===== config.mk =====
export PLATFORM = sky130hd
export DESIGN_NAME = bdc_counter
export DESIGN_NICKNAME = d
export VERILOG_FILES = /design/src/rtl/bdc_pkg.sv /design/src/rtl/bdc_edge_sync.sv /design/src/rtl/bdc_irq.sv /design/src/rtl/bdc_counter.sv
export SDC_FILE = /design/constraint.sdc
export NUM_CORES = 1
export LEC_CHECK = 0
export CAP_MARGIN = 20
export CORE_MARGIN = 1
export CORE_UTILIZATION = 60
export CTS_CLUSTER_SIZE = 20
export DETAILED_ROUTE_END_ITERATION = 12
export DONT_BUFFER_PORTS = 1
export GPL_ROUTABILITY_DRIVEN = 0
export GPL_TIMING_DRIVEN = 0
export PLACE_DENSITY = 0.76
export SLEW_MARGIN = 30
export SYNTH_ARGS = -nofsm -noshare
export SYNTH_HDL_FRONTEND = slang
export SYNTH_SLANG_ARGS = --single-unit

===== constraint.sdc =====
create_clock -name CLK -period 2.3 [get_ports CLK]
set_input_delay 0.23 -clock CLK [delete_from_list [all_inputs] [get_ports CLK]]
set_output_delay 0.23 -clock CLK [all_outputs]
set_load 0.02 [all_outputs]

===== src/rtl/bdc_pkg.sv =====
// Package with register map, field layouts and decode functions.
package bdc_pkg;

  // ****************************************************************
  // Register map
  // ****************************************************************
  localparam int ADDR_W = 8;
  localparam int DATA_W = 32;
  localparam logic [ADDR_W-1:0] OFF_CTRL = 8'h00;
  localparam logic [ADDR_W-1:0] OFF_PRESET = 8'h04;
  localparam logic [ADDR_W-1:0] OFF_COUNT = 8'h08;
  localparam logic [ADDR_W-1:0] OFF_PINS = 8'h0c;
  localparam logic [ADDR_W-1:0] OFF_IRQ_STAT = 8'h10;
  localparam logic [ADDR_W-1:0] OFF_IRQ_CLR = 8'h14;
  localparam logic [ADDR_W-1:0] OFF_IRQ_EN = 8'h18;

  // ****************************************************************
  // Field layouts and reset values
  // ****************************************************************
  localparam int CNT_W = 4;
  localparam int CTRL_W = 3;
  localparam int IRQ_N = 2;
  localparam int IRQ_TC = 0;
  localparam int IRQ_RIPPLE = 1;
  localparam int PIN_TC = 0;
  localparam int PIN_RC = 1;
  localparam logic [CNT_W-1:0] BCD_MIN = 4'h0;
  localparam logic [CNT_W-1:0] BCD_MAX = 4'h9;
  localparam logic [CNT_W-1:0] BCD_STEP = 4'h1;
  localparam logic [CNT_W-1:0] COUNT_RST = 4'h0;
  localparam logic [CNT_W-1:0] PRESET_RST = 4'h0;
  localparam logic [IRQ_N-1:0] IRQ_RST = 2'h0;

  typedef struct packed {
    logic async_load_n;
    logic down;
    logic count_en_n;
  } bdc_ctrl_t;

  localparam bdc_ctrl_t CTRL_RST = 3'h5;

  // ****************************************************************
  // Decode functions
  // ****************************************************************
  function automatic logic [CNT_W-1:0] bdc_next(
    input logic [CNT_W-1:0] v,
    input logic down
  );
    if (down) begin
      return (v == BCD_MIN) ? BCD_MAX : v - BCD_STEP;
    end
    return (v >= BCD_MAX) ? BCD_MIN : v + BCD_STEP;
  endfunction

  function automatic logic tc_decode(
    input logic [CNT_W-1:0] v,
    input logic down
  );
    return down ? (v == BCD_MIN) : (v == BCD_MAX);
  endfunction

endpackage


===== src/rtl/bdc_edge_sync.sv =====
// Two-flop synchroniser with rising and falling edge pulses.
module bdc_edge_sync
  import bdc_pkg::*;
(
  input wire logic clk,
  input wire logic rstn,
  input wire logic pin,
  output logic level,
  output logic rise,
  output logic fall
);

  // ****************************************************************
  // Synchroniser and edge detector
  // ****************************************************************
  logic meta_q;
  logic sync_q;
  logic prev_q;

  always_ff @(posedge clk) begin
    if (!rstn) begin
      meta_q <= 1'b0;
      sync_q <= 1'b0;
      prev_q <= 1'b0;
    end else begin
      meta_q <= pin;
      sync_q <= meta_q;
      prev_q <= sync_q;
    end
  end

  assign level = sync_q;
  assign rise = sync_q & ~prev_q;
  assign fall = ~sync_q & prev_q;

endmodule


===== src/rtl/bdc_irq.sv =====
// Sticky interrupt status with enable mask and clear strobe.
module bdc_irq
  import bdc_pkg::*;
(
  input wire logic clk,
  input wire logic rstn,
  input wire logic [IRQ_N-1:0] evt,
  input wire logic clr_wr,
  input wire logic en_wr,
  input wire logic [IRQ_N-1:0] wdata,
  output logic [IRQ_N-1:0] status,
  output logic [IRQ_N-1:0] enable,
  output logic irq
);

  // ****************************************************************
  // Status bits, set wins over clear
  // ****************************************************************
  logic [IRQ_N-1:0] status_q;
  logic [IRQ_N-1:0] enable_q;
  logic irq_q;

  genvar i;
  generate
    for (i = 0; i < IRQ_N; i++) begin : g_bit
      always_ff @(posedge clk) begin
        if (!rstn) begin
          status_q[i] <= 1'b0;
        end else if (evt[i]) begin
          status_q[i] <= 1'b1;
        end else if (clr_wr && wdata[i]) begin
          status_q[i] <= 1'b0;
        end
      end
    end
  endgenerate

  always_ff @(posedge clk) begin
    if (!rstn) begin
      enable_q <= IRQ_RST;
    end else if (en_wr) begin
      enable_q <= wdata;
    end
  end

  always_ff @(posedge clk) begin
    if (!rstn) begin
      irq_q <= 1'b0;
    end else begin
      irq_q <= |(status_q & enable_q);
    end
  end

  assign status = status_q;
  assign enable = enable_q;
  assign irq = irq_q;

endmodule


===== src/rtl/bdc_counter.sv =====
// Reversible BCD decade counter with preset, terminal count and APB.
// Operation
// Four-bit state counts in 8421 BCD, up or down.
// While load is low the preset value is copied into the count.
// Load overrides enable, direction and clock edges.
// Load high and enable high: count holds.
// Load high and enable low: one step per clock pulse rising edge.
// Direction low counts up, direction high counts down.
// Outside logic keeps setup and hold around the clock pulse edge.
// Terminal count is high at zero counting down or nine counting up.
// Terminal count holds until count or direction changes.
// Outside logic must not use terminal count as a clock.
// Ripple clock falls on falling pulse edge, rises on rising edge.
// Ripple clock stays high when enable is high or count not terminal.
// Up from nine wraps to zero, down from zero wraps to nine.
module bdc_counter
  import bdc_pkg::*;
(
  input wire logic CLK,
  input wire logic RSTN,
  input wire logic PSEL,
  input wire logic PENABLE,
  input wire logic PWRITE,
  input wire logic [ADDR_W-1:0] PADDR,
  input wire logic [DATA_W-1:0] PWDATA,
  output logic [DATA_W-1:0] PRDATA,
  output logic PREADY,
  output logic PSLVERR,
  input wire logic CLOCK_PULSE_IN,
  output logic [CNT_W-1:0] COUNT_VALUE_OUT,
  output logic TERMINAL_COUNT,
  output logic RIPPLE_CLOCK_N,
  output logic IRQ
);

  // ****************************************************************
  // Clock pulse input
  // ****************************************************************
  logic pulse_level;
  logic pulse_rise;
  logic pulse_fall;

  bdc_edge_sync u_sync (
    .clk(CLK),
    .rstn(RSTN),
    .pin(CLOCK_PULSE_IN),
    .level(pulse_level),
    .rise(pulse_rise),
    .fall(pulse_fall)
  );

  // ****************************************************************
  // APB slave
  // ****************************************************************
  bdc_ctrl_t ctrl_q;
  bdc_ctrl_t ctrl_d;
  logic [CNT_W-1:0] preset_value_q;
  logic [CNT_W-1:0] count_q;
  logic [CNT_W-1:0] count_d;
  logic tc_q;
  logic rc_n_q;
  logic rc_n_d;
  logic [DATA_W-1:0] prdata_q;
  logic [DATA_W-1:0] prdata_d;
  logic pready_q;
  logic pslverr_q;
  logic pslverr_d;
  logic setup;
  logic access;
  logic wr;
  logic [IRQ_N-1:0] irq_status;
  logic [IRQ_N-1:0] irq_enable;
  logic [IRQ_N-1:0] irq_evt;
  logic irq_out;

  assign setup = PSEL && !PENABLE;
  assign access = PSEL && PENABLE && pready_q;
  assign wr = access && PWRITE && !pslverr_q;

  always_comb begin
    prdata_d = '0;
    pslverr_d = 1'b0;
    case (PADDR)
      OFF_CTRL: prdata_d = {29'h0, ctrl_q};
      OFF_PRESET: prdata_d = {28'h0, preset_value_q};
      OFF_COUNT: begin
        prdata_d = {28'h0, count_q};
        pslverr_d = PWRITE;
      end
      OFF_PINS: begin
        prdata_d = {30'h0, rc_n_q, tc_q};
        pslverr_d = PWRITE;
      end
      OFF_IRQ_STAT: begin
        prdata_d = {30'h0, irq_status};
        pslverr_d = PWRITE;
      end
      OFF_IRQ_CLR: prdata_d = '0;
      OFF_IRQ_EN: prdata_d = {30'h0, irq_enable};
      default: pslverr_d = 1'b1;
    endcase
  end

  always_ff @(posedge CLK) begin
    if (!RSTN) begin
      pready_q <= 1'b0;
      pslverr_q <= 1'b0;
      prdata_q <= '0;
    end else begin
      pready_q <= setup;
      pslverr_q <= setup && pslverr_d;
      if (setup && !PWRITE) begin
        prdata_q <= prdata_d;
      end
    end
  end

  // ****************************************************************
  // Control and preset registers
  // ****************************************************************
  always_comb begin
    ctrl_d = ctrl_q;
    if (wr && PADDR == OFF_CTRL) begin
      ctrl_d = PWDATA[CTRL_W-1:0];
    end
  end

  always_ff @(posedge CLK) begin
    if (!RSTN) begin
      ctrl_q <= CTRL_RST;
    end else begin
      ctrl_q <= ctrl_d;
    end
  end

  always_ff @(posedge CLK) begin
    if (!RSTN) begin
      preset_value_q <= PRESET_RST;
    end else if (wr && PADDR == OFF_PRESET) begin
      preset_value_q <= PWDATA[CNT_W-1:0];
    end
  end

  // ****************************************************************
  // Counter state
  // ****************************************************************
  always_comb begin
    count_d = count_q;
    if (!ctrl_q.async_load_n) begin
      count_d = preset_value_q;
    end else if (!ctrl_q.count_en_n && pulse_rise) begin
      count_d = bdc_next(count_q, ctrl_q.down);
    end
  end

  always_ff @(posedge CLK) begin
    if (!RSTN) begin
      count_q <= COUNT_RST;
    end else begin
      count_q <= count_d;
    end
  end

  // ****************************************************************
  // Terminal count and ripple clock
  // ****************************************************************
  always_ff @(posedge CLK) begin
    if (!RSTN) begin
      tc_q <= tc_decode(COUNT_RST, CTRL_RST.down);
    end else begin
      tc_q <= tc_decode(count_d, ctrl_d.down);
    end
  end

  always_comb begin
    rc_n_d = rc_n_q;
    if (ctrl_q.count_en_n || !tc_q) begin
      rc_n_d = 1'b1;
    end else if (pulse_fall) begin
      rc_n_d = 1'b0;
    end else if (pulse_rise) begin
      rc_n_d = 1'b1;
    end
  end

  always_ff @(posedge CLK) begin
    if (!RSTN) begin
      rc_n_q <= 1'b1;
    end else begin
      rc_n_q <= rc_n_d;
    end
  end

  // ****************************************************************
  // Interrupts
  // ****************************************************************
  always_comb begin
    irq_evt = '0;
    irq_evt[IRQ_TC] = !tc_q && tc_decode(count_d, ctrl_d.down);
    irq_evt[IRQ_RIPPLE] = rc_n_q && !rc_n_d;
  end

  bdc_irq u_irq (
    .clk(CLK),
    .rstn(RSTN),
    .evt(irq_evt),
    .clr_wr(wr && PADDR == OFF_IRQ_CLR),
    .en_wr(wr && PADDR == OFF_IRQ_EN),
    .wdata(PWDATA[IRQ_N-1:0]),
    .status(irq_status),
    .enable(irq_enable),
    .irq(irq_out)
  );

  assign PRDATA = prdata_q;
  assign PREADY = pready_q;
  assign PSLVERR = pslverr_q;
  assign COUNT_VALUE_OUT = count_q;
  assign TERMINAL_COUNT = tc_q;
  assign RIPPLE_CLOCK_N = rc_n_q;
  assign IRQ = irq_out;

  logic counting;
  assign counting = ctrl_q.async_load_n && !ctrl_q.count_en_n;

  logic irq_pend;
  assign irq_pend = |(irq_status & irq_enable);
endmodule


==> results of run 1 <==
per-stage QoR:
stage	setup slack, ns	utilization	power (uW)	cells
2_1_floorplan	0.342	-	594	237
3_3_place_gp	0.0529	0.717	601	267
3_5_place_dp	-0.0337	0.717	602	267
4_1_cts	0.0413	0.730	823	271
5_1_grt	-0.00913	0.739	850	272
6_report	0.137	0.739	822	272
sequential cells by signal, indices dropped and copies added, names as in the netlist, 2 cells and up:
register,cells
u_irq.enable,2
u_irq.status,2
COUNT_VALUE_OUT,4
PRDATA,4
ctrl_q,3
preset_value_q,4
cell usage in the layout (no fill, tap or decap), types with 2 or more instances in the layout:
cell type	n
clkbuf_1	8
a21boi_0	2
conb_1	28
nor2_1	25
mux2i_1	12
and3_1	4
a21oi_1	10
o21ai_0	8
nand2_1	10
o211ai_1	2
nand3_1	7
nor2b_1	5
o21a_1	2
nor3_1	5
o22ai_1	2
ha_1	4
a32oi_1	2
inv_1	11
buf_4	28
dfxtp_1	25
nand2b_1	3
and2_1	4
nor3b_2	2
a211oi_1	2
clkbuf_4	3
what timing repair did:
item	CTS	global route
pin swaps	0	0
resized for setup	1	4
hold endpoints to repair	0	1
setup endpoints to repair	2	2
hold buffers	0	1
buffers inserted	0	0
final timing paths:
path | slack, ns | to | startpoint
worst max-delay path | 0.14 | u_irq.status[0] | COUNT_VALUE_OUT[2]
worst min-delay path | 0.02 | ctrl_q[0] | PWDATA[0]
worst max register to register | 0.14 | u_irq.status[0] | COUNT_VALUE_OUT[2]
worst min register to register | 0.46 | u_sync.level | u_sync.meta_q
area by class of cell:
cell class,count,share of cell area
repair buffers,1,0.00527
well taps,30,0.0198
plain buffers,36,0.127
flip-flops and latches,27,0.287
inverters,11,0.0218
clock buffers,3,0.0119
multi-input cells,163,0.523
clock inverters,1,0.00461
routing by layer:
layer	part of all wire	GRT usage
met1	0.43	0.328
met2	0.46	0.398
met3	0.096	0.0749
met4	0.015	0.0821
met5	0	0
cells by family (layout without fill, tap and decap cells):
kind of cell | Yosys count | after routing | synth area share
AOI/OAI and AO/OA | 42 | 42 | 0.165
muxes | 12 | 12 | 0.0706
adders and majority gates | 5 | 5 | 0.0353
buffers and inverters | 47 | 52 | 0.165
other | 1 | 28 | 0.00220
DFF | 27 | 27 | 0.318
and+or+nand+nor | 75 | 75 | 0.239
xor gates and xnor gates | 1 | 1 | 0.00515
power breakdown:
| part | internal [uW] | total [uW] | switching (uW) | leakage, uW |
|---|---|---|---|---|
| logic | 47.5 | 122 | 74.7 | 0.000609 |
| registers | 470 | 474 | 3.58 | 0.000220 |
| clock network | 71.2 | 226 | 154 | 0.0000183 |
| total | 589 | 822 | 233 | 0.000847 |
==> key figures, run 1 <==
Status
  – Status: finished, final reports clean

Floorplan
  – Io pins: 87
  – Initial core utilization: 0.663
  – Num rows: 18
  – Core area: 2570 um2
  – Die X: 55.3 um
  – Die span in y: 55.3 um
  – Die footprint: 3050 um2

Clocking
  – Num CTS Buffers: 3
  – Clock insertion delay at the later pin of the skew report: 0.34 ns
  – Clock buffer depth: 2
  – Reg clk slew, reported paths: 0.16 ns
  – H-tree levels: 1
  – Clk root buf: clkbuf_4
  – Num Clock Sinks: 27
  – CTS tree: done

Detailed routing
  – Post-Route WL: 3780 um
  – Avg WL per Cell: 13.9 um
  – Iter 0 DRT Violations: 52
  – Vias: 1505
  – DRT Pass-1 Iters: 4
  – Post-route DRC violation count: 0
  – ANT nets after route: 0
  – Vias per std cell: 5.53

Timing
  – Setup Skew: 0.00235 ns
  – Worst hold slack: 0.0170 ns
  – Hold Vio Cnt, Final: 0
  – Fin. max-slew vios: 0
  – Minimum clock period: 2.16 ns
  – Fmax: 462 MHz
  – Tcrit/Tclk final: 0.941
  – Worst slew pin tran: 0.535 ns
  – # setup viols final: 0
  – Max-slew headroom: 0.642
  – Fin Setup TNS: 0 ns

Worst setup path
  – Crit path buf inv count: 2
  – CP endpoint kind: flop
  – Critical Path, Cell by Cell: clkbuf_1, inv_1, and3_1, o32ai_1, a31oi_2, mux2i_1, o31ai_1
  – Slowest cell on crit path: dfxtp_1
  – CP startpoint kind: flop
  – WS Path Type: flop to flop
  – Slowest stage delay, CP: 0.47 ns
  – Worst path depth: 7
  – Req. time, crit path: 2.57 ns
  – Largest fanout on the critical path: 8
  – R2R depth: 7
  – Data arrival time of the worst path: 2.43 ns
  – Top Family by Delay on Critical Path: compound AO/OA/AOI/OAI gates

Yosys
  – Area share of the largest cell type after synthesis: 0.318
  – Avg Cell Area, Syn: 8.10 um2
  – Yosys warnings: 0
  – Synth area leaders: dfxtp_1 32%, buf_4 12%, mux2i_1 7.1%
  – Register area share after synthesis: 0.318
  – Count leader, synth: buf_4
  – Synth cell types: 47
  – Synth async-reset ratio: 0
  – Post-synthesis cell count: 210
  – Post-Syn Area: 1700 um2
  – Seq cells post-synth: 27
  – Commonest cells in the netlist: 28 x buf_4, 27 x dfxtp_1, 25 x nor2_1
  – Ys flop type: dfxtp_1
  – Post-synth EDFFs: 0
  – Cell taking the most area after synthesis: dfxtp_1

Cells and area
  – Number of fill cells in the layout: 223
  – Ratio of cells with drive above 1 in the final layout: 0.178
  – Synth-to-Final Area Change: 11.5%
  – Multi-input logic area: 992 um2
  – Reg area: 546 um2
  – Finished Cell Area: 1900 um2
  – Nets: 293
  – # diodes: 0

Global routing
  – First-pass GRT wire length: 6140 um
  – Vias in the first global route: 1361
  – GRT Total Usage: 0.251
  – Total grt overflow: 0
  – Largest net degree at the start of global routing: 18
  – Initial antenna violation count: 0

Flow run
  – Total of max-cap violations: 0

Power and ir drop
  – Leak Pwr: 0.000847 uW
  – Pwr dens: 433 nW/um2
  – Worst VDD drop: 587 uV

Placed design
  – Port bufs: 0
  – Placed cell area: 1840 um2
  – Post-detail-place hpwl: 2900 um

Min path
  – Worst hold path type: primary input to flop
  – WHS Path Cells: 2
No activity file was read; power rests on OpenSTA's default activity.
==> run 2, diff against run 1 <==
==> constraint.sdc (replaced) <==
create_clock -name CLK -period 2.3 [get_ports CLK]
set_input_delay 0.23 -clock CLK [delete_from_list [all_inputs] [get_ports CLK]]
set_output_delay 0.23 -clock CLK [all_outputs]
set_load 0.05 [all_outputs]
==> key figures, run 2 (synthesized netlist as in run 1, its figures left out) <==
Status
  – Status: finished, final reports clean

Detailed routing
  – ANT nets after route: 0
  – Post-Route WL: 3760 um
  – Vias: 1479
  – Iter 0 DRT Violations: 57
  – Vias per std cell: 5.44
  – Avg WL per Cell: 13.8 um
  – DRT Pass-1 Iters: 4
  – Post-route DRC violation count: 0

Cells and area
  – # diodes: 0
  – Ratio of cells with drive above 1 in the final layout: 0.190
  – Number of fill cells in the layout: 220
  – Synth-to-Final Area Change: 11.9%
  – Most frequent cells in the layout: 28 x buf_4, 28 x conb_1, 25 x nor2_1, 23 x dfxtp_1, 12 x mux2i_1
  – Finished Cell Area: 1900 um2
  – Nets: 293
  – Final Non-Filler Cells: 272
  – Utilization after layout: 0.742

Timing
  – # setup viols final: 0
  – Max-slew headroom: 0.606
  – Tcrit/Tclk final: 0.922
  – Worst slew pin tran: 0.577 ns
  – Fin Setup TNS: 0 ns
  – Fmax: 471 MHz
  – Hold Vio Cnt, Final: 0
  – Minimum clock period: 2.12 ns
  – Setup Skew: 0.00228 ns
  – Fin. max-slew vios: 0

Power and ir drop
  – Clock power frac: 0.254
  – Leak Pwr: 0.000852 uW
  – Logic gate share of total power: 0.207
  – Switching Share: 0.333
  – P_sw: 294 uW
  – Reg power frac: 0.539
  – Pwr dens: 464 nW/um2
  – Internal power: 589 uW
  – Worst VDD drop: 602 uV

Placed design
  – Placed cell area: 1840 um2
  – Placed cells: 267
  – Post-detail-place hpwl: 2900 um
  – Port bufs: 0

Worst setup path
  – CP endpoint kind: flop
  – Req. time, crit path: 2.52 ns
  – Data arrival time of the worst path: 2.34 ns
  – WS Path Type: flop to flop
  – Largest fanout on the critical path: 8
  – CP startpoint kind: flop
  – R2R depth: 8

Global routing
  – GRT Total Usage: 0.252
  – Largest net degree at the start of global routing: 18
  – First-pass GRT wire length: 6140 um
  – Initial antenna violation count: 0
  – Total grt overflow: 0
  – Vias in the first global route: 1357

Clocking
  – Reg clk slew, reported paths: 0.15 ns
  – Clock buffer depth: 2
  – Num Clock Sinks: 27
  – Clock insertion delay at the later pin of the skew report: 0.34 ns
  – Clk root buf: clkbuf_4
  – Num CTS Buffers: 3
  – Setup bufs post-CTS: 0
  – CTS tree: done
  – H-tree levels: 1

Floorplan
  – Die span in y: 55.3 um
  – Num rows: 18
  – Die footprint: 3050 um2
  – Core area: 2570 um2
  – Initial core utilization: 0.663
  – Die X: 55.3 um
  – Io pins: 87

Min path
  – WHS Path Cells: 2
  – Worst hold path type: primary input to flop

Flow run
  – Total of max-cap violations: 0
## run 2: what timing repair did
| item | in CTS | in global routing |
|---|---|---|
| hold buffers | 0 | 1 |
| hold endpoints to repair | 0 | 1 |
| gates resized for setup | 3 | 7 |
| endpoints found under the setup margin | 2 | 2 |
## run 2: worst max-delay path: stages, from the launching register on
cell and delay (ns):
dfxtp_4 0.52, inv_1 0.13, ha_1 0.26, nor3b_2 0.18, a21oi_1 0.15, o32ai_1 0.11
a31oi_2 0.29, mux2i_1 0.27, o31ai_1 0.08
## run 2: path summary, 6_finish.rpt
kind | start | end | slack, ns
setup / recovery | COUNT_VALUE_OUT[0] | u_irq.status[0] | 0.18
hold / removal | PWDATA[2] | ctrl_q[2] | 0.02
setup reg to reg | COUNT_VALUE_OUT[0] | u_irq.status[0] | 0.18
hold reg to reg | u_sync.meta_q | u_sync.level | 0.46
## run 2: final cells by class
| cell class | count | area (um2) | area share |
|---|---|---|---|
| multi-input combinational | 163 | 992 | 0.521 |
| timing repair buffer | 1 | 10.0 | 0.00526 |
| tap | 30 | 37.5 | 0.0197 |
| inverter | 11 | 41.3 | 0.0217 |
| clock buffer | 3 | 22.5 | 0.0118 |
| sequential | 27 | 551 | 0.289 |
| clock inverter | 1 | 8.76 | 0.00460 |
| buffer | 36 | 241 | 0.127 |
## run 2: metal layers
metal | part of all wire | routed length [um] | track usage | vias to the layer above
met5 | 0 | 0 | 0 | -
met3 | 0.086 | 324 | 0.0749 | 8
li1 | - | - | - | 739
met1 | 0.43 | 1630 | 0.328 | 663
met4 | 0.020 | 74 | 0.0821 | 0
met2 | 0.46 | 1730 | 0.399 | 69
## run 2: power groups by stage
stage	combinational (uW)	clock [uW]	sequential [uW]
floorplan	169	0	488
global placement	176	0	488
detailed placement	177	0	489
CTS	178	230	477
global route	191	244	477
finish	183	224	476
## run 2: stage by stage
stage / hold WS, ns / total power, uW / setup slack, ns
floorplan: 0.357 / 657 / 0.0871
global placement: 0.362 / 664 / -0.205
detailed placement: 0.366 / 666 / -0.294
CTS: 0.00395 / 885 / 0.0114
global route: 0.00709 / 912 / -0.00509
finish: 0.0205 / 883 / 0.179
==> run 3, diff against run 2 <==
Clock period 2.3 ns to 2.4 ns, I/O delays scaled along.
==> key figures, run 3 (synthesized netlist as in run 1, its figures left out) <==
Status
  – Status: finished, final reports clean

Floorplan
  – Die span in y: 55.3 um
  – Initial core utilization: 0.663
  – Core area: 2570 um2
  – Io pins: 87
  – Die footprint: 3050 um2
  – Num rows: 18
  – Die X: 55.3 um

Worst setup path
  – Top Family by Delay on Critical Path: compound AO/OA/AOI/OAI gates
  – RR Endpoint: u_irq.status[0]
  – CP startpoint kind: flop
  – Crit path buf inv count: 1
  – Data arrival time of the worst path: 2.38 ns
  – WS Path Type: flop to flop
  – Critical Path, Cell by Cell: inv_1, ha_1, nor3b_1, a21oi_1, o32ai_1, a31oi_1, mux2i_1, o31ai_1
  – Req. time, crit path: 2.62 ns
  – R2R depth: 8
  – CP endpoint kind: flop
  – Slowest cell on crit path: dfxtp_4
  – R2r startpoint: COUNT_VALUE_OUT[0]
  – Slowest stage delay, CP: 0.52 ns
  – Largest fanout on the critical path: 8
  – R2R Setup Slk: 0.24 ns

Cells and area
  – Most frequent cells in the layout: 28 x buf_4, 28 x conb_1, 25 x nor2_1, 23 x dfxtp_1, 12 x mux2i_1
  – # diodes: 0
  – Ratio of cells with drive above 1 in the final layout: 0.178
  – Nets: 292
  – Synth-to-Final Area Change: 10.6%

Detailed routing
  – Post-route DRC violation count: 0
  – Post-Route WL: 3690 um
  – Vias: 1481
  – ANT nets after route: 0
  – Vias per std cell: 5.46
  – Avg WL per Cell: 13.6 um
  – Iter 0 DRT Violations: 61
  – DRT Pass-1 Iters: 4

Clocking
  – CTS tree: done
  – Clock buffer depth: 2
  – Reg clk slew, reported paths: 0.15 ns
  – Num Clock Sinks: 27
  – H-tree levels: 1
  – Num CTS Buffers: 3
  – Clk root buf: clkbuf_4
  – Clock insertion delay at the later pin of the skew report: 0.34 ns
  – Setup bufs post-CTS: 0

Flow run
  – Total of max-cap violations: 0

Timing
  – Hold Vio Cnt, Final: 0
  – Tcrit/Tclk final: 0.899
  – Unrepaired setup endpoints after global routing: no
  – Fin Setup TNS: 0 ns
  – Worst slew pin tran: 0.591 ns
  – # setup viols final: 0
  – Minimum clock period: 2.16 ns
  – Setup Skew: 0.00194 ns
  – Max-slew headroom: 0.605
  – Fmax: 463 MHz
  – Fin. max-slew vios: 0

Global routing
  – Met2 GRT Util: 0.398
  – Met3 usage: 0.0749
  – Grt met1 use: 0.328
  – Vias in the first global route: 1361
  – GRT Total Usage: 0.251
  – Initial antenna violation count: 0
  – Gr busiest metal: met2
  – First-pass GRT wire length: 6140 um
  – Largest net degree at the start of global routing: 18
  – Total grt overflow: 0

Power and ir drop
  – Leak Pwr: 0.000841 uW
  – Pwr Total: 845 uW
  – Pwr dens: 449 nW/um2
  – Worst VDD drop: 577 uV

Min path
  – Worst hold path type: primary input to flop
  – Hold endpoint: u_sync.meta_q
  – WHS Path Cells: 1
  – Hold Path Origin: CLOCK_PULSE_IN

Placed design
  – Port bufs: 0
  – Post-detail-place hpwl: 2900 um
run 3: cell count changes in the layout (fill, tap and decap cells not counted), sizes merged:
cell / previous run / this run
dlygate4sd3: 1 / 0
run 3: worst max path at each step:
stage | from | end | slack [ns] | depth (start not counted)
after CTS | COUNT_VALUE_OUT[0] | u_irq.status[0] | 0.09 | 8
after detailed placement | COUNT_VALUE_OUT[0] | u_irq.status[0] | -0.19 | 8
final | COUNT_VALUE_OUT[0] | u_irq.status[0] | 0.24 | 8
after global placement | COUNT_VALUE_OUT[0] | u_irq.status[0] | -0.11 | 8
after floorplan | COUNT_VALUE_OUT[0] | u_irq.status[0] | 0.19 | 8
after global routing | COUNT_VALUE_OUT[0] | u_irq.status[0] | 0.06 | 8
run 3: repair_timing:
| item | CTS | global route |
|---|---|---|
| setup endpoints to repair | 2 | 2 |
| gates resized for setup | 2 | 4 |
| hold buffers | 0 | 0 |
| pin swaps | 0 | 0 |
run 3: metal layers:
| metal | wire length [um] | vias up |
|---|---|---|
| li1 | - | 737 |
| met1 | 1630 | 668 |
| met2 | 1670 | 70 |
| met3 | 335 | 6 |
| met4 | 53 | 0 |
| met5 | 0 | - |
run 3: cell type report:
type	count	area [um2]
tap	30	37.5
sequential	27	551
clock buffer	3	22.5
buffer	36	240
fill	225	686
inverter	11	41.3
multi-input combinational	163	981
clock inverter	1	8.76
run 3: power breakdown:
group	switching (uW)	internal, uW	leakage (uW)
logic	128	45.4	0.000602
registers	6.58	450	0.000221
clock network	147	68.2	0.0000183
total	282	563	0.000841
run 3: through the flow:
stage | instance area (um2) | utilization | instances | setup slack (ns) | hold slack (ns)
floorplan | 1800 | - | 237 | 0.187 | 0.367
global placement | 1840 | 0.717 | 267 | -0.105 | 0.372
detailed placement | 1840 | 0.717 | 267 | -0.194 | 0.376
CTS | 1870 | 0.730 | 271 | 0.0894 | 0.0139
global route | 1880 | 0.733 | 271 | 0.0557 | 0.00403
finish | 1880 | 0.733 | 271 | 0.241 | 0.0194
